`config.mk`:
```
export PLATFORM = sky130hd
export DESIGN_NAME = tld_top
export DESIGN_NICKNAME = d
export VERILOG_FILES = /design/src/tld_pkg.sv /design/src/tld_top.sv /design/src/tld_sync.sv /design/src/tld_limit_sel.sv
export VERILOG_INCLUDE_DIRS = /design/src
export SDC_FILE = /design/constraint.sdc
export NUM_CORES = 1
export LEC_CHECK = 0
export BUFFER_PORTS_ARGS = -buffer_cell sky130_fd_sc_hd__buf_2
export CORE_MARGIN = 10
export CORE_UTILIZATION = 50
export CTS_BUF_LIST = sky130_fd_sc_hd__clkbuf_4 sky130_fd_sc_hd__clkbuf_8
export DETAILED_ROUTE_END_ITERATION = 6
export HOLD_SLACK_MARGIN = 0.06
export PLACE_DENSITY = 0.75
export SYNTH_ARGS = -nofsm -noshare
export SYNTH_HDL_FRONTEND = slang
export SYNTH_SLANG_ARGS = --single-unit
```
`constraint.sdc`:
```
create_clock -name ref_clk_i -period 3.4 [get_ports ref_clk_i]
set_input_delay 0.85 -clock ref_clk_i [delete_from_list [all_inputs] [get_ports ref_clk_i]]
set_output_delay 0.85 -clock ref_clk_i [all_outputs]
set_load 0.1 [all_outputs]
```
`src/tld_params.svh`:
```
// Offsets, field positions, reset values and sizes of the torque limit detect block
`ifndef TLD_PARAMS_SVH
`define TLD_PARAMS_SVH

// Register byte offsets on the Avalon-MM slave
`define TLD_OFF_OUT_FUNC 8'h00
`define TLD_OFF_SPD_CTRL 8'h04
`define TLD_OFF_FWD_INT 8'h08
`define TLD_OFF_REV_INT 8'h0C
`define TLD_OFF_FWD_EXT 8'h10
`define TLD_OFF_REV_EXT 8'h14
`define TLD_OFF_IO_MON 8'h18
`define TLD_OFF_STATUS 8'h1C
`define TLD_OFF_IRQ_MASK 8'h20
`define TLD_OFF_STAT_IND 8'h24

// Field positions and status width
`define TLD_OUT_FUNC_BIT 4
`define TLD_SPD_CTRL_BIT 2
`define TLD_MON_DETECT_BIT 4
`define TLD_MON_FWD_IN_BIT 7
`define TLD_MON_REV_IN_BIT 8
`define TLD_ST_DET_ON_BIT 0
`define TLD_ST_DET_OFF_BIT 1
`define TLD_ST_FWD_IN_BIT 2
`define TLD_ST_REV_IN_BIT 3
`define TLD_ST_W 4

// Reset values and default widths
`define TLD_EXT_LIM_RST 100
`define TLD_MAX_TORQUE_DEF 300
`define TLD_LIM_W_DEF 10
`define TLD_TRQ_W_DEF 12

`endif

```
`src/tld_pkg.sv`:
```
// Types shared by the torque limit detect block
package tld_pkg;

    // Speed selection decoded from the two contact inputs (forward, reverse)
    typedef enum logic [1:0] {
        TLD_SPD_NORMAL = 2'b00,
        TLD_SPD_ONE = 2'b01,
        TLD_SPD_TWO = 2'b11,
        TLD_SPD_THREE = 2'b10
    } tld_spd_sel_t;

endpackage

```
`src/tld_top.sv`:
```
// Torque limit select and detect block with Avalon-MM register slave
//
// Chosen here: register access over Avalon-MM and the address map.
`timescale 1ns/1ns
`include "tld_params.svh"

// How it works
// RULE1: The detect contact pair closes while the torque reference magnitude exceeds the active limit and opens otherwise.
// RULE2: Output function bit 4 at 0 drives the pair from limit detection, at 1 from speed coincidence.
// RULE3: The status indication bit and io monitor bit 4 always follow the state of the detect pair.
// RULE4: The active limit is the internal limit, plus each external limit only while its contact is asserted.
// RULE5: A low forward contact restricts forward torque to the forward external limit; high means normal operation.
// RULE6: A low reverse contact restricts reverse torque to the reverse external limit; high means normal operation.
// RULE7: Contact torque limiting works only while speed control select bit 2 is 0.
// RULE8: With speed control select bit 2 at 1 the two contacts are decoded as a speed selection instead.
// RULE9: External limits are percent settings clamped to maximum torque, resetting to 100.
// RULE10: All limits are percent of rated torque and internal limits reset to maximum torque.
// RULE11: When both an internal and an applied external limit exist, the smaller one is used.
module tld_top
    import tld_pkg::*;
#(
    parameter int LIM_W = `TLD_LIM_W_DEF,
    parameter int TRQ_W = `TLD_TRQ_W_DEF,
    parameter logic [LIM_W-1:0] MAX_TORQUE = LIM_W'(`TLD_MAX_TORQUE_DEF)
) (
    // Clock and reset
    input wire logic ref_clk_i,
    input wire logic rst_i,
    // Avalon-MM slave
    input wire logic [7:0] avs_address_i,
    input wire logic avs_read_i,
    input wire logic avs_write_i,
    input wire logic [31:0] avs_writedata_i,
    output logic [31:0] avs_readdata_o,
    output logic avs_waitrequest_o,
    // Drive internals on the same clock
    input wire logic signed [TRQ_W-1:0] torque_ref_i,
    input wire logic speed_coin_i,
    // Contact input pins, active low
    input wire logic fwd_ext_limit_in_n_i,
    input wire logic rev_ext_limit_in_n_i,
    // Contact output pair, low while closed
    output logic limit_detect_out_a_o,
    output logic limit_detect_out_b_o,
    // Limits handed to the current loop and speed selection
    output logic [LIM_W-1:0] torque_limit_fwd_o,
    output logic [LIM_W-1:0] torque_limit_rev_o,
    output tld_spd_sel_t speed_select_o,
    // Interrupt, level
    output logic irq_o
);
    // Settings
    logic output_function_switch;
    logic speed_control_switch;
    logic [LIM_W-1:0] fwd_internal_limit_value;
    logic [LIM_W-1:0] rev_internal_limit_value;
    logic [LIM_W-1:0] fwd_external_limit_value;
    logic [LIM_W-1:0] rev_external_limit_value;
    logic [`TLD_ST_W-1:0] irq_status;
    logic [`TLD_ST_W-1:0] irq_mask;

    // Pin side
    logic [1:0] pins_sync;
    logic fwd_ext_limit_in;
    logic rev_ext_limit_in;
    logic fwd_ext_on;
    logic rev_ext_on;
    logic [LIM_W-1:0] fwd_eff;
    logic [LIM_W-1:0] rev_eff;
    logic over;
    logic detect_closed;
    logic next_closed;
    logic fwd_in_q;
    logic rev_in_q;

    // Bus side
    logic bus_req;
    logic bus_commit;
    logic bus_wr;
    logic bus_rd;
    logic [31:0] next_rdata;
    logic [LIM_W-1:0] wr_lim;
    logic [`TLD_ST_W-1:0] events;
    logic [31:0] io_monitor_word;

    tld_sync #(
        .W(2)
    ) u_sync (
        .ref_clk_i(ref_clk_i),
        .rst_i(rst_i),
        .pin_i({rev_ext_limit_in_n_i, fwd_ext_limit_in_n_i}),
        .sync_o(pins_sync)
    );

    // Contacts are asserted at low level
    assign fwd_ext_limit_in = ~pins_sync[0];
    assign rev_ext_limit_in = ~pins_sync[1];
    // Contact limiting only while speed selection is off
    assign fwd_ext_on = fwd_ext_limit_in && !speed_control_switch; // RULE7 RULE5
    assign rev_ext_on = rev_ext_limit_in && !speed_control_switch; // RULE7 RULE6

    tld_limit_sel #(
        .LIM_W(LIM_W),
        .TRQ_W(TRQ_W)
    ) u_sel (
        .torque_ref_i(torque_ref_i),
        .fwd_int_i(fwd_internal_limit_value),
        .rev_int_i(rev_internal_limit_value),
        .fwd_ext_i(fwd_external_limit_value),
        .rev_ext_i(rev_external_limit_value),
        .fwd_ext_on_i(fwd_ext_on),
        .rev_ext_on_i(rev_ext_on),
        .fwd_eff_o(fwd_eff),
        .rev_eff_o(rev_eff),
        .over_o(over)
    );

    // Output function chooses the source of the contact pair
    assign next_closed = output_function_switch ? speed_coin_i : over; // RULE2

    // Contact pair state and its pins; both pins low while closed
    always_ff @(posedge ref_clk_i) begin
        if (rst_i) begin
            detect_closed <= 1'b0;
            limit_detect_out_a_o <= 1'b1;
            limit_detect_out_b_o <= 1'b1;
        end else begin
            detect_closed <= next_closed; // RULE1 RULE2
            limit_detect_out_a_o <= ~next_closed; // RULE1
            limit_detect_out_b_o <= ~next_closed; // RULE1
        end
    end

    // Limits for the current loop, registered to keep outputs glitch free
    always_ff @(posedge ref_clk_i) begin
        if (rst_i) begin
            torque_limit_fwd_o <= MAX_TORQUE;
            torque_limit_rev_o <= MAX_TORQUE;
        end else begin
            torque_limit_fwd_o <= fwd_eff; // RULE5 RULE11
            torque_limit_rev_o <= rev_eff; // RULE6 RULE11
        end
    end

    // Speed selection decode; normal code whenever contact limiting is in use
    always_ff @(posedge ref_clk_i) begin
        if (rst_i) begin
            speed_select_o <= TLD_SPD_NORMAL;
        end else if (speed_control_switch) begin
            speed_select_o <= tld_spd_sel_t'({fwd_ext_limit_in, rev_ext_limit_in}); // RULE8
        end else begin
            speed_select_o <= TLD_SPD_NORMAL;
        end
    end

    // Previous input levels for change events
    always_ff @(posedge ref_clk_i) begin
        if (rst_i) begin
            fwd_in_q <= 1'b0;
            rev_in_q <= 1'b0;
        end else begin
            fwd_in_q <= fwd_ext_limit_in;
            rev_in_q <= rev_ext_limit_in;
        end
    end

    // Events: pair closes, pair opens, either contact changes
    always_comb begin
        events = '0;
        events[`TLD_ST_DET_ON_BIT] = next_closed && !detect_closed;
        events[`TLD_ST_DET_OFF_BIT] = !next_closed && detect_closed;
        events[`TLD_ST_FWD_IN_BIT] = fwd_ext_limit_in != fwd_in_q;
        events[`TLD_ST_REV_IN_BIT] = rev_ext_limit_in != rev_in_q;
    end

    // Monitor word mirrors the pair and the two contacts, read only
    always_comb begin
        io_monitor_word = '0;
        io_monitor_word[`TLD_MON_DETECT_BIT] = detect_closed; // RULE3
        io_monitor_word[`TLD_MON_FWD_IN_BIT] = fwd_ext_limit_in;
        io_monitor_word[`TLD_MON_REV_IN_BIT] = rev_ext_limit_in;
    end

    // One wait cycle per access: commit on the edge that sees waitrequest low
    assign bus_req = avs_read_i || avs_write_i;
    assign bus_commit = bus_req && !avs_waitrequest_o;
    assign bus_wr = bus_commit && avs_write_i;
    assign bus_rd = bus_commit && avs_read_i;

    always_ff @(posedge ref_clk_i) begin
        if (rst_i) begin
            avs_waitrequest_o <= 1'b1;
        end else begin
            avs_waitrequest_o <= !(bus_req && avs_waitrequest_o);
        end
    end

    // Read mux; unmapped addresses read zero
    always_comb begin
        next_rdata = '0;
        unique case (avs_address_i)
            `TLD_OFF_OUT_FUNC: next_rdata[`TLD_OUT_FUNC_BIT] = output_function_switch;
            `TLD_OFF_SPD_CTRL: next_rdata[`TLD_SPD_CTRL_BIT] = speed_control_switch;
            `TLD_OFF_FWD_INT: next_rdata[LIM_W-1:0] = fwd_internal_limit_value;
            `TLD_OFF_REV_INT: next_rdata[LIM_W-1:0] = rev_internal_limit_value;
            `TLD_OFF_FWD_EXT: next_rdata[LIM_W-1:0] = fwd_external_limit_value;
            `TLD_OFF_REV_EXT: next_rdata[LIM_W-1:0] = rev_external_limit_value;
            `TLD_OFF_IO_MON: next_rdata = io_monitor_word; // RULE3
            `TLD_OFF_STATUS: next_rdata[`TLD_ST_W-1:0] = irq_status;
            `TLD_OFF_IRQ_MASK: next_rdata[`TLD_ST_W-1:0] = irq_mask;
            `TLD_OFF_STAT_IND: next_rdata[0] = detect_closed; // RULE3
            default: next_rdata = '0;
        endcase
    end

    // Read data is captured in the answer cycle and holds through the commit edge
    always_ff @(posedge ref_clk_i) begin
        if (rst_i) begin
            avs_readdata_o <= '0;
        end else if (bus_req && avs_waitrequest_o && avs_read_i) begin
            avs_readdata_o <= next_rdata;
        end
    end

    // Writes above maximum torque are clamped to it
    assign wr_lim = (avs_writedata_i > 32'(MAX_TORQUE)) ? MAX_TORQUE : avs_writedata_i[LIM_W-1:0]; // RULE9 RULE10

    // Switch bits
    always_ff @(posedge ref_clk_i) begin
        if (rst_i) begin
            output_function_switch <= 1'b0;
            speed_control_switch <= 1'b0;
        end else if (bus_wr) begin
            if (avs_address_i == `TLD_OFF_OUT_FUNC) begin
                output_function_switch <= avs_writedata_i[`TLD_OUT_FUNC_BIT];
            end
            if (avs_address_i == `TLD_OFF_SPD_CTRL) begin
                speed_control_switch <= avs_writedata_i[`TLD_SPD_CTRL_BIT];
            end
        end
    end

    // Limit settings in percent of rated torque
    always_ff @(posedge ref_clk_i) begin
        if (rst_i) begin
            fwd_internal_limit_value <= MAX_TORQUE; // RULE10
            rev_internal_limit_value <= MAX_TORQUE; // RULE10
            fwd_external_limit_value <= LIM_W'(`TLD_EXT_LIM_RST); // RULE9
            rev_external_limit_value <= LIM_W'(`TLD_EXT_LIM_RST); // RULE9
        end else if (bus_wr) begin
            unique case (avs_address_i)
                `TLD_OFF_FWD_INT: fwd_internal_limit_value <= wr_lim;
                `TLD_OFF_REV_INT: rev_internal_limit_value <= wr_lim;
                `TLD_OFF_FWD_EXT: fwd_external_limit_value <= wr_lim;
                `TLD_OFF_REV_EXT: rev_external_limit_value <= wr_lim;
                default: ;
            endcase
        end
    end

    // Sticky status; a read clears it, but a new event in that cycle survives
    always_ff @(posedge ref_clk_i) begin
        if (rst_i) begin
            irq_status <= '0;
        end else if (bus_rd && avs_address_i == `TLD_OFF_STATUS) begin
            irq_status <= events;
        end else begin
            irq_status <= irq_status | events;
        end
    end

    // Mask register
    always_ff @(posedge ref_clk_i) begin
        if (rst_i) begin
            irq_mask <= '0;
        end else if (bus_wr && avs_address_i == `TLD_OFF_IRQ_MASK) begin
            irq_mask <= avs_writedata_i[`TLD_ST_W-1:0];
        end
    end

    // Interrupt level, one cycle behind the status
    always_ff @(posedge ref_clk_i) begin
        if (rst_i) begin
            irq_o <= 1'b0;
        end else begin
            irq_o <= |(irq_status & irq_mask);
        end
    end

    // Checks on the guarded logic
    a_detect_close: assert property (@(posedge ref_clk_i) disable iff (rst_i) // RULE1
        !output_function_switch ##1 !$past(output_function_switch) |-> detect_closed == $past(over))
        else $error("detect pair does not follow over-limit compare");
    a_coin_mode: assert property (@(posedge ref_clk_i) disable iff (rst_i) // RULE2
        output_function_switch && speed_coin_i |=> detect_closed)
        else $error("speed coincidence not on pair");
    a_monitor_bit: assert property (@(posedge ref_clk_i) disable iff (rst_i) // RULE3
        io_monitor_word[`TLD_MON_DETECT_BIT] == detect_closed && limit_detect_out_b_o == !detect_closed)
        else $error("monitor bit differs from pair");
    a_int_only: assert property (@(posedge ref_clk_i) disable iff (rst_i) // RULE4
        !fwd_ext_on |-> fwd_eff == fwd_internal_limit_value)
        else $error("external limit applied without contact");
    a_fwd_ext: assert property (@(posedge ref_clk_i) disable iff (rst_i) // RULE5
        fwd_ext_on && fwd_external_limit_value < fwd_internal_limit_value |=> torque_limit_fwd_o
            == $past(fwd_external_limit_value))
        else $error("forward contact limit not applied");
    a_rev_ext: assert property (@(posedge ref_clk_i) disable iff (rst_i) // RULE6
        rev_ext_on && rev_external_limit_value < rev_internal_limit_value |=> torque_limit_rev_o
            == $past(rev_external_limit_value))
        else $error("reverse contact limit not applied");
    a_spd_gate: assert property (@(posedge ref_clk_i) disable iff (rst_i) // RULE7
        speed_control_switch |-> !fwd_ext_on && !rev_ext_on)
        else $error("contact limiting active in speed select mode");
    a_spd_decode: assert property (@(posedge ref_clk_i) disable iff (rst_i) // RULE8
        speed_control_switch && fwd_ext_limit_in && !rev_ext_limit_in |=> speed_select_o == TLD_SPD_THREE)
        else $error("speed selection decode wrong");
    a_ext_reset: assert property (@(posedge ref_clk_i) // RULE9 RULE10
        $fell(rst_i) |-> fwd_external_limit_value == LIM_W'(`TLD_EXT_LIM_RST)
            && rev_internal_limit_value == MAX_TORQUE)
        else $error("limit reset values wrong");
    a_min_limit: assert property (@(posedge ref_clk_i) disable iff (rst_i) // RULE11
        rev_eff <= rev_internal_limit_value && fwd_eff <= fwd_internal_limit_value)
        else $error("effective limit above internal limit");
    a_rev_int_only: assert property (@(posedge ref_clk_i) disable iff (rst_i) // RULE4
        !rev_ext_on |-> rev_eff == rev_internal_limit_value)
        else $error("reverse external limit applied without contact");
    a_over_close: assert property (@(posedge ref_clk_i) disable iff (rst_i) // RULE1
        !output_function_switch && over |=> !limit_detect_out_a_o && !limit_detect_out_b_o)
        else $error("pair not closed while over the limit");
    a_under_open: assert property (@(posedge ref_clk_i) disable iff (rst_i) // RULE1
        !output_function_switch && !over |=> limit_detect_out_a_o && limit_detect_out_b_o)
        else $error("pair not open while at or below the limit");
    a_coin_open: assert property (@(posedge ref_clk_i) disable iff (rst_i) // RULE2
        output_function_switch && !speed_coin_i |=> !detect_closed)
        else $error("pair closed without speed coincidence");
    a_close_event: assert property (@(posedge ref_clk_i) disable iff (rst_i) // RULE3
        next_closed && !detect_closed |=> irq_status[`TLD_ST_DET_ON_BIT])
        else $error("pair closing not recorded in status");
    a_spd_normal: assert property (@(posedge ref_clk_i) disable iff (rst_i) // RULE7
        !speed_control_switch |=> speed_select_o == TLD_SPD_NORMAL)
        else $error("speed selection active in torque limit mode");
    // Clamping on write keeps every setting inside the usable range
    a_lim_range: assert property (@(posedge ref_clk_i) disable iff (rst_i) // RULE9 RULE10
        fwd_internal_limit_value <= MAX_TORQUE && rev_internal_limit_value <= MAX_TORQUE
            && fwd_external_limit_value <= MAX_TORQUE && rev_external_limit_value <= MAX_TORQUE)
        else $error("limit setting above maximum torque");
endmodule

```
`src/tld_sync.sv`:
```
// Two flip-flop synchroniser for contact input pins
`timescale 1ns/1ns
module tld_sync #(
    parameter int W = 2
) (
    // Clock and reset
    input wire logic ref_clk_i,
    input wire logic rst_i,
    // Asynchronous pins and their synchronised copy
    input wire logic [W-1:0] pin_i,
    output logic [W-1:0] sync_o
);
    logic [W-1:0] stage1;

    // Pins idle high (contact open), so both stages reset to ones
    always_ff @(posedge ref_clk_i) begin
        if (rst_i) begin
            stage1 <= {W{1'b1}};
            sync_o <= {W{1'b1}};
        end else begin
            stage1 <= pin_i;
            sync_o <= stage1;
        end
    end
endmodule

```
`src/tld_limit_sel.sv`:
```
// Effective torque limit selection and over-limit comparison
`timescale 1ns/1ns
module tld_limit_sel #(
    parameter int LIM_W = 10,
    parameter int TRQ_W = 12
) (
    // Torque reference, signed percent of rated torque
    input wire logic signed [TRQ_W-1:0] torque_ref_i,
    // Limit settings in percent
    input wire logic [LIM_W-1:0] fwd_int_i,
    input wire logic [LIM_W-1:0] rev_int_i,
    input wire logic [LIM_W-1:0] fwd_ext_i,
    input wire logic [LIM_W-1:0] rev_ext_i,
    // Contact requests, already gated by the speed control switch
    input wire logic fwd_ext_on_i,
    input wire logic rev_ext_on_i,
    // Results
    output logic [LIM_W-1:0] fwd_eff_o,
    output logic [LIM_W-1:0] rev_eff_o,
    output logic over_o
);
    logic [TRQ_W-1:0] mag;
    logic [LIM_W-1:0] dir_lim;

    // Smaller of internal and applied external limit per direction
    always_comb begin
        fwd_eff_o = (fwd_ext_on_i && (fwd_ext_i < fwd_int_i)) ? fwd_ext_i : fwd_int_i; // RULE4 RULE5 RULE11
        rev_eff_o = (rev_ext_on_i && (rev_ext_i < rev_int_i)) ? rev_ext_i : rev_int_i; // RULE4 RULE6 RULE11
    end

    // Sign picks the direction; magnitude is compared strictly greater
    always_comb begin
        mag = torque_ref_i[TRQ_W-1] ? TRQ_W'(-torque_ref_i) : TRQ_W'(torque_ref_i);
        dir_lim = torque_ref_i[TRQ_W-1] ? rev_eff_o : fwd_eff_o;
        over_o = mag > {{(TRQ_W-LIM_W){1'b0}}, dir_lim}; // RULE1
    end
endmodule

```
Yosys cells after proc, flatten, opt, wreduce, memory -nomap -nowiden
Index checks and enable logic that the tools add are counted.

storage, ports and cells
  output and inout bits = 58
  register bits after elaboration = 92
  input bits = 59
  word-level logic and storage cells = 83

cells by class
  bitwise logic cells = 6
  reductions and logical operators = 28
  muxes and demuxes = 13
  order comparisons = 4
  add/sub/neg operators = 1
  equality and inequality tests = 11

operators with widths
  cell                                                 number
  2-to-1 mux 10 bit                                    4
  == test 8 x 5 -> 1 bit, second input constant        4
  > comparator 32 x 9 -> 1 bit, second input constant  1
  one-hot mux 5 bit (5 select lines)                   1
  less-than comparator 10 bit                          2
  one-hot mux 1 bit (6 select lines)                   3
  == test 8 x 4 -> 1 bit, second input constant        2
  == test 8 x 6 -> 1 bit, second input constant        2
  one-hot mux 1 bit (7 select lines)                   2
  logical AND 1 bit                                    13
  > comparator 12 x 10 -> 1 bit                        1
  2-to-1 mux 12 bit                                    1
  negator 12 bit                                       1
  AND reduction 2 bit                                  6
  == test 8 x 3 -> 1 bit, second input constant        1
  zero test 8 bit                                      1
  zero test 1 bit                                      5
  bitwise AND 4 bit                                    1
  2-to-1 mux 4 bit                                     1
  inverter 1 bit                                       4
  OR 4 bit                                             1
  OR reduction 4 bit                                   1
  inequality test 1 bit                                2
  OR reduction 2 bit                                   1
  2 further kinds                                      2

Longest topological paths before layout
  word-level depth = 11
  gate-level depth with buffers = 14
  depth with buffers taken out = 13

Hierarchy
A second synthesis with hierarchy kept.

unflattened totals
  cells, all modules = 679
  area total of the unflattened synthesis = 5535.3 sq um

by module, submodules not included
  module         sequential area each (sq um)  area each (sq um)  times used  cells each
  tld_top        1761.7                        3823.7             1           434
  tld_limit_sel  0.0                           1606.5             1           237
  tld_sync       80.1                          105.1              1           8

Worst setup path after synthesis
Ideal clock, no wire load.

  path type = in2reg
  start point = input port torque_ref_i[0]
  end point = register irq_status[0]
  arrival time = 3.068 ns
  stages = 12
  library setup time = 0.118 ns
  slack = 0.214 ns
  data required time = 3.282 ns
  path buffers = 0
  cell sequence = inv_1 -> ha_1 -> or3b_1 -> or2_1 -> o31ai_1 -> xnor2_1 -> ha_1 -> nand4_1 -> o32a_1 -> o32a_1 -> o21ai_2 -> o21ai_1

between the ends
  word-level cells in the longest chain between the ends = 7

RTL lines
  what                               RTL line             text
  from (decl)                        tld_top.sv:37        input wire logic signed [TRQ_W-1:0] torque_ref_i,
  negator 12 bit                     tld_limit_sel.sv:33  mag = torque_ref_i[TRQ_W-1] ? TRQ_W'(-torque_ref_i) : TRQ_W'(torque_ref_i);
  2-to-1 mux 12 bit (*)              tld_limit_sel.sv:33
  > comparator 12 x 10 -> 1 bit (*)  tld_limit_sel.sv:35  over_o = mag > {{(TRQ_W-LIM_W){1'b0}}, dir_lim};
  2-to-1 mux 1 bit (*)               tld_top.sv:119       assign next_closed = output_function_switch ? speed_coin_i : over;
  logical AND 1 bit (*)              tld_top.sv:170       events[`TLD_ST_DET_ON_BIT] = next_closed && !detect_closed;
  OR 4 bit                           tld_top.sv:268       irq_status <= irq_status | events;
  2-to-1 mux 4 bit (*)               tld_top.sv:265       end else if (bus_rd && avs_address_i == `TLD_OFF_STATUS) begin
  to (signal assigned)               tld_top.sv:266       irq_status <= events;
  to (signal assigned)               tld_top.sv:268
  to (decl)                          tld_top.sv:59        logic [`TLD_ST_W-1:0] irq_status;

Every way passes the cells marked *; elsewhere a longest branch is shown, timed or not.
A chain may end at the register's enable or synchronous reset.

Worst setup path after layout
  start point = register fwd_external_limit_value[3]
  end point = register irq_status[0]

between the ends
  word-level cells in the longest chain between the ends = 9

RTL lines
  what                               RTL line             text
  from (decl)                        tld_top.sv:57        logic [LIM_W-1:0] fwd_external_limit_value;
  from (signal assigned)             tld_top.sv:248       fwd_external_limit_value <= LIM_W'(`TLD_EXT_LIM_RST);
  from (signal assigned)             tld_top.sv:254       `TLD_OFF_FWD_EXT: fwd_external_limit_value <= wr_lim;
  less-than comparator 10 bit        tld_limit_sel.sv:27  fwd_eff_o = (fwd_ext_on_i && (fwd_ext_i < fwd_int_i)) ? fwd_ext_i : fwd_int_i;
  logical AND 1 bit                  tld_limit_sel.sv:27
  2-to-1 mux 10 bit (*)              tld_limit_sel.sv:27
  2-to-1 mux 10 bit (*)              tld_limit_sel.sv:34  dir_lim = torque_ref_i[TRQ_W-1] ? rev_eff_o : fwd_eff_o;
  > comparator 12 x 10 -> 1 bit (*)  tld_limit_sel.sv:35
  2-to-1 mux 1 bit (*)               tld_top.sv:119
  logical AND 1 bit (*)              tld_top.sv:170
  OR 4 bit                           tld_top.sv:268
  2-to-1 mux 4 bit (*)               tld_top.sv:265

Marks and branches as above.

==> results.sh <==
export IMPL_status="complete, no violations"
export IMPL_min_path_type="flop to flop"
export IMPL_synth_area_um2=5201
export IMPL_route_antenna_remaining_nets=0
export IMPL_grt_max_degree=71
export IMPL_fin_skew_ns=0.01008
export IMPL_yosysTopAreaCell="dfxtp_1"
export IMPL_cts_made_buffers=9
export IMPL_cap_violations=0
export IMPL_synth_seq_cells=92
export IMPL_drive_above_1_share_pct=29.87
export IMPL_die_h_um=122.0
export IMPL_end_kind="flop"
export IMPL_vdd_drop_max_v=0.0001894
export IMPL_drt_iter0_markers=554
export IMPL_slew_viol_final=0
export IMPL_ys_seq_area_share_pct=35.41
export IMPL_hold_slack_ns=0.4162
export IMPL_period_share_pct=98.93
export IMPL_die_w_um=122.0
export IMPL_critPathMaxFanout=5
export IMPL_synth_commonest_cells="dfxtp_1 (92), inv_1 (39), nand2_1 (33)"
export IMPL_n_antenna_cell=0
export IMPL_drc=0
export IMPL_syn_inst=574
export IMPL_crit_arrival_ns=3.63
export IMPL_port_buffers=94
export IMPL_ys_flop_type="dfxtp_1"
export IMPL_globalplace_congestion=0.9862
export IMPL_crit_required_ns=3.66
export IMPL_slew_headroom_pct=49.94
export IMPL_ys_types=69
export IMPL_finalCriticalPeriod_ns=3.364
export IMPL_synth_area_per_cell_um2=9.061
export IMPL_yosysWarnings=0
export IMPL_synthArstFlopShare_pct=0
export IMPL_ioPinCount=117
export IMPL_global_route_usage_total_pct=21.75
export IMPL_cts_path_max_buffers=2
export IMPL_yosysTopAreaCellShare_pct=35.41
export IMPL_final_nets=776
export IMPL_setup_violations=0
export IMPL_yosysMostFrequentCell="dfxtp_1"
export IMPL_hold_viol=0
export IMPL_cts_tree="done"
export IMPL_wirelength_um=17160
export IMPL_start_util_pct=50.84
export IMPL_hold_buffers=0
export IMPL_clock_fmax_mhz=297.3
export IMPL_clkSinkCount=92
export IMPL_first_global_vias=4764
export IMPL_wl_per_cell_um=20.69
export IMPL_ys_top_cells_by_area="dfxtp_1 (35%), ha_1 (7.0%), o211ai_1 (4.0%)"
export IMPL_die_area_um2=14880
export IMPL_vias_per_cell=6.141
export IMPL_antenna_found_initial=0
export IMPL_area_growth_syn_to_layout_pct=21.55
export IMPL_clkTransAtPathRegs_ns=0.10
export IMPL_globalRouteOverflowTotal=0
export IMPL_core_area_um2=10230
export IMPL_synth_edff_count=0
export IMPL_detailed_place_hpwl_um=12920
export IMPL_grt_pass1_wl_um=25650
export IMPL_critical_path_class="flop to flop"
export IMPL_cts_htree_levels=3
export IMPL_tns_ns=0
export IMPL_worst_pin_slew_ns=0.7509
export IMPL_via_count=5091
export IMPL_power_density_nw_per_um2=390.9
export IMPL_p_leak_uw=0.002629
export IMPL_rows=37
export IMPL_start_kind="flop"
export IMPL_dr_pass1_iters=6
export IMPL_clk_root_buffer_cell="clkbuf_8"
export IMPL_insertion_delay_ns=0.36
export IMPL_fillers=924
==> cell families (layout without fill, tap and decap cells) <==
family          after synthesis  in the layout  synth area share (%)
flops                        92             92                 35.41
simple gates                142            142                 16.86
fa+ha+maj                    29             29                 6.976
xor+xnor                     10             10                 1.684
compound gates              193            193                 27.71
other cells                   1             22               0.07210
mux                          10             10                 1.925
buf+inv                      97            195                 9.358
==> cell type report <==
class	instances	area, um2	share of cell area, %
inverter	40	152.6	2.414
clock inverter	6	93.84	1.484
timing repair buffer	139	858.3	13.58
sequential	92	1853	29.31
clock buffer	10	137.6	2.177
tap	136	170.2	2.691
multi-input combinational	406	3057	48.35
==> cells in the final DEF, fill, tap and decap left out, types with 4 or more instances in the layout <==
cell type,instances
buf_2,94
o31ai_2,5
a21oi_1,28
o32ai_1,19
o211ai_1,28
o21a_1,12
o32a_1,10
nand2_1,33
a22o_1,8
clkbuf_8,10
a211oi_1,5
nand3_1,6
nand2b_1,4
o21ai_0,15
and2_1,5
and3_1,14
o31ai_1,9
nor2_1,22
xnor2_1,10
buf_4,40
dfxtp_2,6
a31oi_1,5
o21ai_1,4
or3_1,6
or2_2,7
nor3_1,9
ha_1,28
inv_1,37
a22oi_1,11
conb_1,22
mux2i_1,10
dfxtp_1,85
nor4_1,7
==> worst max-delay path: stages (launching register included) <==
cell       delay, ns
dfxtp_1         0.43
ha_4            0.25
a2111oi_4       0.34
o21a_2          0.23
buf_4           0.13
clkbuf_16       0.13
o21ai_1         0.09
a211oi_1        0.29
a31oi_1         0.11
ha_1            0.30
nand4_1         0.09
o32a_1          0.35
o32a_1          0.24
o21ai_2         0.19
o21ai_1         0.09
==> flip-flops by register name, indices dropped and copies added, names as in the netlist, 2 cells and up <==
signal and cells:
torque_limit_rev_o 10, rev_external_limit_value 10, u_sync.stage1 2, rev_internal_limit_value 10
avs_readdata_o 10, u_sync.sync_o 2, irq_status 4, torque_limit_fwd_o 10
irq_mask 4, fwd_internal_limit_value 10, fwd_external_limit_value 10, speed_select_o 2
==> per-stage QoR <==
stage               power [uW]  worst slack [ns]  cells  instance area, um2  util [%]
CTS                       2450           0.02577    819                6092     59.55
finish                    2471           0.03648    829                6322     61.80
global placement          1607           0.03257    803                5859     57.27
detailed placement        1617          -0.06038    803                5859     57.27
global route              2549          -0.09073    829                6322     61.80
floorplan                 1522            0.2137    595                5280         -
==> power by group <==
group | switching (uW) | leakage, uW | internal (uW)
clock | 418 | 0.000113 | 441
sequential | 15.5 | 0.000749 | 1100
combinational | 373 | 0.00177 | 126
total | 807 | 0.00263 | 1660
==> what timing repair did <==
item	4_1_cts	5_1_grt
setup buffers	0	9
endpoints found under the setup margin	1	4
pin swaps	0	18
resized for setup	1	33
gates cloned	0	1
==> path summary, 6_finish.rpt <==
check	startpoint	to	slack [ns]	depth (start not counted)
setup / recovery	fwd_external_limit_value[3]	irq_status[0]	0.04	14
hold / removal	u_sync.stage1[0]	u_sync.sync_o[0]	0.42	1
setup reg to reg	fwd_external_limit_value[3]	irq_status[0]	0.04	14
hold reg to reg	u_sync.stage1[0]	u_sync.sync_o[0]	0.42	1
==> metal layers <==
layer | track usage, % | wire length [um]
met1 | 27.95 | 6995
met4 | 6.855 | 403
met5 | 0 | 0
met2 | 34.59 | 7880
met3 | 5.967 | 1875
No activity file was read; power rests on OpenSTA's default activity.
